===== src/hdl/cnh_regs.vh =====
// Register map, field positions, reset values and timing for the node health block.
`ifndef CNH_REGS_VH
`define CNH_REGS_VH
`define CNH_OFS_CONFIG     6'h00
`define CNH_OFS_PERIOD     6'h04
`define CNH_OFS_EVT_STATUS 6'h08
`define CNH_OFS_EVT_CLEAR  6'h0c
`define CNH_OFS_EVT_ENABLE 6'h10
`define CNH_OFS_EVT_INFO   6'h14
`define CNH_OFS_EMCY_LO    6'h18
`define CNH_OFS_EMCY_HI    6'h1c
`define CNH_OFS_NODE_SEL   6'h20
`define CNH_OFS_NODE_STAT  6'h24
// Config fields: own node number and bit rate select.
`define CNH_CFG_NODE_LSB   0
`define CNH_CFG_NODE_MSB   6
`define CNH_CFG_RATE_LSB   8
`define CNH_CFG_RATE_MSB   10
`define CNH_RST_NODE       7'h01
`define CNH_RST_RATE       3'h0
`define CNH_RST_PERIOD     16'h0000
`define CNH_RST_ENABLE     6'h00
`define CNH_NODE_MAX       7'h7f
// Event bit positions in status, clear and enable.
`define CNH_EV_BUS         0
`define CNH_EV_HEALTH      1
`define CNH_EV_INPUT       2
`define CNH_EV_EMCY        3
`define CNH_EV_BOOT        4
`define CNH_EV_LOST        5
`define CNH_EV_W           6
// Received message kinds.
`define CNH_RX_HBEAT       2'h0
`define CNH_RX_GUARD       2'h1
`define CNH_RX_EMCY        2'h2
`define CNH_RX_BOOT        2'h3
// Protocol kind codes per node.
`define CNH_KIND_NONE      2'h0
`define CNH_KIND_GUARD     2'h1
`define CNH_KIND_HBEAT     2'h2
// Supervision interval unit and clock rate.
`define CNH_TICK_US        1000
`define CNH_CLK_MHZ        100
`define CNH_TICK_CYCLES    (`CNH_TICK_US * `CNH_CLK_MHZ)
`endif


===== src/hdl/cnh_node_health.v =====
// CANopen master network management: node supervision, liveness and host events.
`timescale 1ns/10ps
`include "cnh_regs.vh"

module cnh_node_health #(
  parameter TICK_CYCLES = `CNH_TICK_CYCLES
) (
  input  wire        sys_clk_in,
  input  wire        rstn_in,
  input  wire [5:0]  avs_address_in,
  input  wire        avs_read_in,
  input  wire        avs_write_in,
  input  wire [31:0] avs_writedata_in,
  output reg  [31:0] avs_readdata_out,
  output reg         avs_waitrequest_out,
  input  wire        rx_valid_in,
  input  wire [1:0]  rx_kind_in,
  input  wire [6:0]  rx_node_in,
  input  wire [63:0] rx_data_in,
  input  wire [1:0]  bus_state_in,
  input  wire        input_change_in,
  input  wire        lost_msg_in,
  output reg         rtr_req_out,
  output reg  [6:0]  rtr_node_out,
  input  wire        rtr_ack_in,
  output reg  [6:0]  own_node_out,
  output reg  [2:0]  bit_rate_out,
  output reg         irq_out
);

  // One-hot states of the guarding scan.
  localparam ST_IDLE = 3'b001;
  localparam ST_SEND = 3'b010;
  localparam ST_WAIT = 3'b100;

  reg [15:0]             supervision_interval;
  reg [`CNH_EV_W-1:0]    evt_status;
  reg [`CNH_EV_W-1:0]    evt_enable;
  reg [1:0]              info_bus;
  reg [6:0]              info_node;
  reg [63:0]             emcy_data;
  reg [6:0]              node_sel;
  reg [127:1]            live;
  reg [127:1]            seen;
  reg [127:1]            kind_guard;
  reg [127:1]            kind_hbeat;
  reg [127:1]            hb_error;
  reg [1:0]              bus_prev;
  reg [31:0]             tick_cnt;
  reg [15:0]             ms_cnt;
  reg [2:0]              state;
  reg [6:0]              scan_node;
  reg [`CNH_EV_W-1:0]    next_status;
  reg [`CNH_EV_W-1:0]    ev_set;
  reg [`CNH_EV_W-1:0]    ev_clr;
  reg [31:0]             rd_mux;
  reg [127:1]            next_live;
  wire                   access;
  wire                   wr_go;
  wire                   rx_ok;
  wire                   tick;
  wire                   period_end;
  wire [127:1]           rx_hit;

  // Lowest set node of a vector, zero when none is set.
  function [6:0] cnh_first;
    input [127:1] vec;
    integer i;
    begin
      cnh_first = 7'h00;
      for (i = 127; i >= 1; i = i - 1)
        if (vec[i])
          cnh_first = i[6:0];
    end
  endfunction

  // One wait state per access; a write lands only at the edge that answers it.
  assign access     = (avs_read_in | avs_write_in) & avs_waitrequest_out;
  assign wr_go      = avs_write_in & ~avs_waitrequest_out;
  // Messages from node 0 or from ourselves are not supervised traffic.
  assign rx_ok      = rx_valid_in && (rx_node_in != 7'h00) && (rx_node_in != own_node_out);
  assign rx_hit     = rx_ok ? ({126'h0, 1'b1} << (rx_node_in - 7'h01)) : 127'h0;
  assign tick       = (tick_cnt == TICK_CYCLES - 1);
  // Interval zero disables supervision altogether.
  assign period_end = tick && (supervision_interval != 16'h0000) &&
                      (ms_cnt == supervision_interval - 16'h0001);

  // Bus slave handshake and registered read data.
  always @(posedge sys_clk_in)
  begin
    if (!rstn_in)
    begin
      avs_waitrequest_out <= 1'b1;
      avs_readdata_out    <= 32'h00000000;
    end
    else
    begin
      avs_waitrequest_out <= ~access;
      if (avs_read_in & avs_waitrequest_out)
        avs_readdata_out <= rd_mux;
    end
  end

  // Read decode; unmapped and write-only offsets read zero.
  always @*
  begin
    rd_mux = 32'h00000000;
    case (avs_address_in)
      `CNH_OFS_CONFIG:     rd_mux = {21'h0, bit_rate_out, 1'b0, own_node_out};
      `CNH_OFS_PERIOD:     rd_mux = {16'h0, supervision_interval};
      `CNH_OFS_EVT_STATUS: rd_mux = {26'h0, evt_status};
      `CNH_OFS_EVT_ENABLE: rd_mux = {26'h0, evt_enable};
      `CNH_OFS_EVT_INFO:   rd_mux = {17'h0, info_node, 6'h0, info_bus};
      `CNH_OFS_EMCY_LO:    rd_mux = emcy_data[31:0];
      `CNH_OFS_EMCY_HI:    rd_mux = emcy_data[63:32];
      `CNH_OFS_NODE_SEL:   rd_mux = {25'h0, node_sel};
      `CNH_OFS_NODE_STAT:  rd_mux = (node_sel == 7'h00) ? 32'h00000000 :
                                    {28'h0, hb_error[node_sel], kind_hbeat[node_sel],
                                     kind_guard[node_sel], live[node_sel]};
      default:             rd_mux = 32'h00000000;
    endcase
  end

  // Configuration registers written by software.
  always @(posedge sys_clk_in)
  begin
    if (!rstn_in)
    begin
      own_node_out         <= `CNH_RST_NODE;
      bit_rate_out         <= `CNH_RST_RATE;
      supervision_interval <= `CNH_RST_PERIOD;
      evt_enable           <= `CNH_RST_ENABLE;
      node_sel             <= 7'h00;
    end
    else if (wr_go)
    begin
      case (avs_address_in)
        `CNH_OFS_CONFIG:
        begin
          // A node number of zero is outside the legal range and is ignored.
          if (avs_writedata_in[`CNH_CFG_NODE_MSB:`CNH_CFG_NODE_LSB] != 7'h00)
            own_node_out <= avs_writedata_in[`CNH_CFG_NODE_MSB:`CNH_CFG_NODE_LSB];
          bit_rate_out <= avs_writedata_in[`CNH_CFG_RATE_MSB:`CNH_CFG_RATE_LSB];
        end
        `CNH_OFS_PERIOD:     supervision_interval <= avs_writedata_in[15:0];
        `CNH_OFS_EVT_ENABLE: evt_enable <= avs_writedata_in[`CNH_EV_W-1:0];
        `CNH_OFS_NODE_SEL:   node_sel <= avs_writedata_in[6:0];
        default:             node_sel <= node_sel;
      endcase
    end
  end

  // Millisecond tick and supervision window counters.
  always @(posedge sys_clk_in)
  begin
    if (!rstn_in)
    begin
      tick_cnt <= 32'h00000000;
      ms_cnt   <= 16'h0000;
    end
    else
    begin
      tick_cnt <= tick ? 32'h00000000 : tick_cnt + 32'h00000001;
      if (supervision_interval == 16'h0000 || period_end)
        ms_cnt <= 16'h0000;
      else if (tick)
        ms_cnt <= ms_cnt + 16'h0001;
    end
  end

  // Guarding scan: one remote request per guarded or undetected node each window.
  always @(posedge sys_clk_in)
  begin
    if (!rstn_in)
    begin
      state        <= ST_IDLE;
      scan_node    <= 7'h01;
      rtr_req_out  <= 1'b0;
      rtr_node_out <= 7'h00;
    end
    else
    begin
      case (state)
        ST_IDLE:
        begin
          if (period_end)
          begin
            scan_node <= 7'h01;
            state     <= ST_SEND;
          end
        end
        ST_SEND:
        begin
          // Heartbeat nodes and ourselves need no request.
          if (scan_node != own_node_out && !kind_hbeat[scan_node])
          begin
            rtr_req_out  <= 1'b1;
            rtr_node_out <= scan_node;
            state        <= ST_WAIT;
          end
          else if (scan_node == `CNH_NODE_MAX)
            state <= ST_IDLE;
          else
            scan_node <= scan_node + 7'h01;
        end
        ST_WAIT:
        begin
          if (rtr_ack_in)
          begin
            rtr_req_out <= 1'b0;
            scan_node   <= scan_node + 7'h01;
            state       <= (scan_node == `CNH_NODE_MAX) ? ST_IDLE : ST_SEND;
          end
        end
        default:
        begin
          state       <= ST_IDLE;
          rtr_req_out <= 1'b0;
        end
      endcase
    end
  end

  // Liveness after the window: seen earlier or arriving on the last cycle.
  always @*
  begin
    next_live = live;
    if (period_end)
      next_live = seen | rx_hit;
  end

  // Per-node protocol detection, replies seen, liveness and heartbeat errors.
  always @(posedge sys_clk_in)
  begin
    if (!rstn_in)
    begin
      live       <= 127'h0;
      seen       <= 127'h0;
      kind_guard <= 127'h0;
      kind_hbeat <= 127'h0;
      hb_error   <= 127'h0;
    end
    else
    begin
      live <= next_live;
      seen <= period_end ? 127'h0 : (seen | rx_hit);
      if (rx_ok && rx_kind_in == `CNH_RX_HBEAT)
        kind_hbeat <= kind_hbeat | rx_hit;
      if (rx_ok && rx_kind_in == `CNH_RX_GUARD)
        kind_guard <= kind_guard | rx_hit;
      if (period_end)
        hb_error <= kind_hbeat & ~(seen | rx_hit);
    end
  end

  // Event sources and their set and clear masks.
  always @*
  begin
    ev_set               = {`CNH_EV_W{1'b0}};
    ev_set[`CNH_EV_BUS]    = (bus_state_in != bus_prev);
    ev_set[`CNH_EV_HEALTH] = (next_live != live);
    ev_set[`CNH_EV_INPUT]  = input_change_in;
    ev_set[`CNH_EV_EMCY]   = rx_ok && (rx_kind_in == `CNH_RX_EMCY);
    ev_set[`CNH_EV_BOOT]   = rx_ok && (rx_kind_in == `CNH_RX_BOOT);
    ev_set[`CNH_EV_LOST]   = lost_msg_in;
    ev_clr = (wr_go && avs_address_in == `CNH_OFS_EVT_CLEAR) ?
             avs_writedata_in[`CNH_EV_W-1:0] : {`CNH_EV_W{1'b0}};
    // A new event beats a clear in the same cycle.
    next_status = (evt_status & ~ev_clr) | ev_set;
  end

  // Sticky status, event details and the interrupt line.
  always @(posedge sys_clk_in)
  begin
    if (!rstn_in)
    begin
      evt_status <= {`CNH_EV_W{1'b0}};
      bus_prev   <= 2'h0;
      info_bus   <= 2'h0;
      info_node  <= 7'h00;
      emcy_data  <= 64'h0;
      irq_out    <= 1'b0;
    end
    else
    begin
      evt_status <= next_status;
      bus_prev   <= bus_state_in;
      irq_out    <= |(next_status & evt_enable);
      if (ev_set[`CNH_EV_BUS])
        info_bus <= bus_state_in;
      if (ev_set[`CNH_EV_HEALTH])
        info_node <= cnh_first(next_live ^ live);
      else if (ev_set[`CNH_EV_EMCY] || ev_set[`CNH_EV_BOOT])
        info_node <= rx_node_in;
      if (ev_set[`CNH_EV_EMCY])
        emcy_data <= rx_data_in;
    end
  end

endmodule


===== config.mk =====
export PLATFORM = sky130hd
export DESIGN_NAME = cnh_node_health
export DESIGN_NICKNAME = d
export VERILOG_FILES = /design/src/hdl/cnh_node_health.v
export VERILOG_INCLUDE_DIRS = /design/src /design/src/hdl
export SDC_FILE = /design/constraint.sdc
export NUM_CORES = 2
export LEC_CHECK = 0
export BUFFER_PORTS_ARGS = -buffer_cell sky130_fd_sc_hd__buf_2
export CAP_MARGIN = 20
export CORE_MARGIN = 2
export CORE_UTILIZATION = 60
export CTS_BUF_LIST = sky130_fd_sc_hd__clkbuf_4
export CTS_CLUSTER_DIAMETER = 30
export CTS_CLUSTER_SIZE = 24
export DETAILED_ROUTE_END_ITERATION = 16
export HOLD_SLACK_MARGIN = 0.15
export PLACE_DENSITY = 0.78
export SLEW_MARGIN = 25
export SYNTH_ARGS = -nofsm -noshare
export SYNTH_HDL_FRONTEND = slang
export SYNTH_SLANG_ARGS = --single-unit

===== constraint.sdc =====
create_clock -name sys_clk_in -period 7.7 [get_ports sys_clk_in]
set_input_delay 1.54 -clock sys_clk_in [delete_from_list [all_inputs] [get_ports sys_clk_in]]
set_output_delay 1.54 -clock sys_clk_in [all_outputs]
set_load 0.02 [all_outputs]

Word-level counts from Yosys, hierarchy flattened. Index checks and enable logic that the tools add are counted. W data, S select, Z words.

Memories: 0. Input bits: 121. Logic and storage cells: 271. Bits in latches: 0. Bits in registers: 855. Bits in read-only memories: 0. Output and inout port bits: 52. Memory bits (writable): 0.

Div/mod/pow operators: 0. Muxes and demuxes: 158. Order comparisons: 2. Multiply operators: 0. Bitwise logic cells: 18. Add/subtract/negate cells: 5. Equal/unequal tests: 28. Reduce and logical (&&, ||, !) cells: 35. Shift-type cells: 1.

Operators by type and width (count): $mux W7 (133); $or A127 B127 Y127 (3); $pmux W32 S9 (1); $mux W127 (2); $and A127 B127 Y127 (1); $ne A127 B127 Y1 (1); $not A127 Y127 (1); $shl A1 B7 Y127 const A (1); $xor A127 B127 Y127 (1); $bmux W1 S7 (5); $add A32 B1 Y32 const B (1); $eq A32 B17 Y1 const B (1); $eq A6 B5 Y1 const B (4); $pmux W7 S3 (1); $add A16 B1 Y16 const B (1); $eq A16 B16 Y1 (1); $logic_not A16 Y1 (1); $lt A7 B8 Y1 const B (2); $reduce_bool A16 Y1 (1); $sub A16 B1 Y16 const B (1); $ne A7 B7 Y1 (2); $reduce_bool A7 Y1 (2); $and A6 B6 Y6 (2); $eq A6 B4 Y1 const B (2); 38 further kinds (76).

Depth between registers and ports, before layout.
Word-level depth: 135. Depth in mapped cells: 16. Mapped depth without buffers: 13.

Least setup slack after synthesis. Ideal clock, no wire load.

Kind: input-to-reg. Start: in rx_node_in[2]. End: reg info_node[4]. Arrival time: 5.061 ns. Setup slack: 2.570 ns. Required time: 7.631 ns. Path buffers: 1. Setup time: 0.069 ns. Stages on the path: 12. Path through: nor4_4 a21oi_1 a2111oi_0 a21oi_1 xnor2_1 nor4_2 nand3_1 o41ai_1 o2111ai_1 buf_2 or3_1 o21ai_1.

Cells in the longest elaborated chain, start to end: 135. Elaborated cells on any way between the ends: 143. Classes of those cells: 1 x add/sub; 2 x eq/ne; 1 x shift; 130 x mux; 2 x bitwise; 7 x reduce/logical.

Ends and longest elaborated chain: from (decl) (line cnh_node_health.v:18) `input wire [6:0] rx_node_in,`; branches (longest 135 deep; another with $sub A7 B1 Y7); to (signal assigned) (line cnh_node_health.v:292) `info_node <= cnh_first(next_live ^ live);`; to (signal assigned) (line cnh_node_health.v:294) `info_node <= rx_node_in;`; to (decl) (line cnh_node_health.v:40) `reg [6:0] info_node;`.

Parallel ways; which one is timed is not known. A chain may end at the register's enable or synchronous reset.

Worst setup path in the final report.
Start: in rx_node_in[2]. End: reg info_node[6].

Same word-level chain as after synthesis.

==> reports/metrics.cfg <==
[layout]
syn_to_final_growth_pct=10.43
regArea_um2=17130
multiInputGateArea_um2=21880
drive_gt1_frac=0.1763
final_core_util=0.6663
fillers=5457
fin_nets=4736

[timing]
drv_slew=0
max-slew-margin-rel=0.1350
final.period_utilization=0.7627
fmax_mhz=170.3
min_period_ps=5873
rsz0062_at_grt=false
hold_viol=0
fin_setup_tns_ps=0
worst_slew_pin_slew_ps=1297
finalSetupViolCount=0
skew_ps=104.2

[synthesis]
ys_seq_area_frac=0.4239
synth.distinct_cells=96
yosys_register_bits=855
synth-compound-area-share=0.1760
synth.most_common_cell=dfxtp_1
muxShareOfSynthArea=0.1272
synthTopCellsByArea=dfxtp_1, mux4_2, a21oi_1, nor2_1, nand2_1
syn_nets=4659
synthCells=4534
synthAdderAreaFrac=0.001240
synth_top_area_frac=0.4239
synth_top_family_by_area=simple AND/OR/NAND/NOR gates
ys_async_sr_fraction=0
synth_common_cells=dfxtp_1, nor2_1, a21oi_1
synth-xor-area-share=0.04286
synth-edff-count=0
netlist_area_um2=40370
synth_top_area_cell=dfxtp_1
yosys_warnings=0
avgSynthCellArea_um2=8.905
synth-main-ff-cell=dfxtp_1
synthSimpleGateAreaFrac=0.1920

[route]
drt_wl_total_um=139100
wl_met1_um=51990
dr_wl_met2_um=59300
viasPerCell=6.717
ant_nets=0
dr.max_layer_used=met5
dr_total_vias=37740
drtIter0Drc=5444
drcViolationCount=0
wire_per_inst_um=24.76
drt_first_pass_iters=9
route.met3.wl_um=18680

[floorplan]
pin_count=173
die-area_um2=69380
core_area_um2=66920
fp.dieH_um=263.4
die_w_um=263.4
start_util=0.6033
num_rows=95

[global_routing]
grt.overflow.total=0
antenna_found_initial=9
grt_pass1_wl_um=209800
grt_start_max_net_pins=210
grt_use_total=0.3920
grt_pass1_vias=35260

[cts]
worstSkewPairLatency_ps=1090
cts.htree.levels=4
cts_tree=built
cts_sinks=855
root_buffer=clkbuf_4
clk_path_buf_depth=3
post-cts-setup-buffer-count=0
cts_hold_buffers=0
ctsResizeCount=0
path_clk_slew_ps=70
cts_buffers=156

[status]
status=finished clean

[worst_hold_path]
hold_end=hb_error[42]
hold_depth=2
holdCritStartpoint=hb_error[42]
worst_hold_path_type=flip-flop to flip-flop

[setup_path]
crit_path_start_kind=input pin
arrival_ps=6750
r2r_setup_slack_ps=1990
cpMostUsedCell=buf_4
critical-path-max-stage-delay_ps=880
worst_r2r_path_depth=15
crit_chain=buf_2, or4_1, o21ai_4, a21oi_4, buf_4, buf_4, a21oi_1, xnor2_1, nor4_1, nand3_1, o41ai_1, o2111ai_1, buf_4, a211o_1, and3_1
slowest_stage=or4_1
worstSetupPathType=input pin to flip-flop
rr_startpoint=own_node_out[6]
reg2reg_to=info_node[6]
required_ps=8580
end_kind=flip-flop
crit_fanout=22

[placement]
place.gp.congestion=1.065
dp_hpwl_um=94940
io_buffers=156

[power_and_ir_drop]
leakage_uw=0.01542
vdd_ir_drop_max_mv=0.1910
finalPower_uw=8950
power.density_nw_per_um2=200.7

[run]
maxCapViolCount=0

## metal layers
metal,GRT usage,vias to the layer above
li1,-,16690
met1,0.5097,17830
met2,0.5844,2638
met3,0.1108,576
met4,0.2293,12
met5,0.002079,-
## state kept, by name (all words and copies together) (netlist names), 6 cells and up
signal                count
evt_status                6
live                    127
kind_hbeat              127
tick_cnt                 32
kind_guard              127
info_node                 7
supervision_interval     16
seen                    127
scan_node                 7
evt_enable                6
ms_cnt                   16
emcy_data                64
avs_readdata_out         32
own_node_out              7
node_sel                  7
hb_error                127
rtr_node_out              7
## stage by stage
step	setup WS, ps	cell area, um2	std cells	hold slack [ps]
final	1827	44590	5619	451.0
after global routing	1753	44590	5619	471.0
after CTS	2086	44540	5614	449.7
after detailed placement	1056	41910	5325	443.1
after global placement	1132	41890	5324	434.6
after floorplan	2570	40370	4534	428.4
## where the power goes
group          switching, uW  total [uW]  internal (uW)
combinational            358         479            121
clock                   1970        4000           2030
sequential              20.0        4470           4450
## cells by family after synthesis
group / after synthesis
AOI/OAI and AO/OA: 1134
xor gates and xnor gates: 196
adders and majority gates: 4
buffers and inverters: 380
DFF: 855
muxes: 258
and+or+nand+nor: 1707
## final cells by class
| type | count | share of cell area |
|---|---|---|
| diodes | 4 | 0.0002245 |
| clock buffers | 174 | 0.02930 |
| clock inverters | 115 | 0.02980 |
| inverters | 32 | 0.002862 |
| multi-input cells | 3299 | 0.4908 |
| flip-flops and latches | 855 | 0.3842 |
| well taps | 873 | 0.02450 |
| repair buffers | 267 | 0.03833 |
## cells in the final DEF (no fill, tap or decap), types with 35 or more instances in the layout
cell,count
dfxtp_1,849
nor2_1,734
a21oi_1,562
nand2_1,400
mux4_2,202
nand3_1,184
clkbuf_4,174
buf_2,156
a211oi_1,152
xnor2_1,122
buf_4,104
a31oi_1,87
nor3_1,86
xor2_1,73
o21ai_0,54
nor2b_1,39
nand2b_1,37
nor4_1,36
mux2i_1,36
o211ai_1,35
## worst max-delay path, delay by kind of cell
kind	cells	cell delay (ps)
buffers and inverters	4	1150
AO/OA/AOI/OAI	6	1750
XOR/XNOR	1	240
AND/OR/NAND/NOR	4	2040
## worst max path at each step
stage	startpoint	slack (ps)	cells past startpoint	end
after detailed placement	rx_node_in[2]	1060	15	info_node[6]
after global placement	rx_node_in[2]	1130	15	info_node[6]
after floorplan	rx_node_in[2]	2570	12	info_node[4]
after global routing	rx_node_in[2]	1750	15	info_node[6]
final	rx_node_in[2]	1830	15	info_node[6]
after CTS	rx_node_in[2]	2090	15	info_node[6]
(Power assumes the default switching activity.)
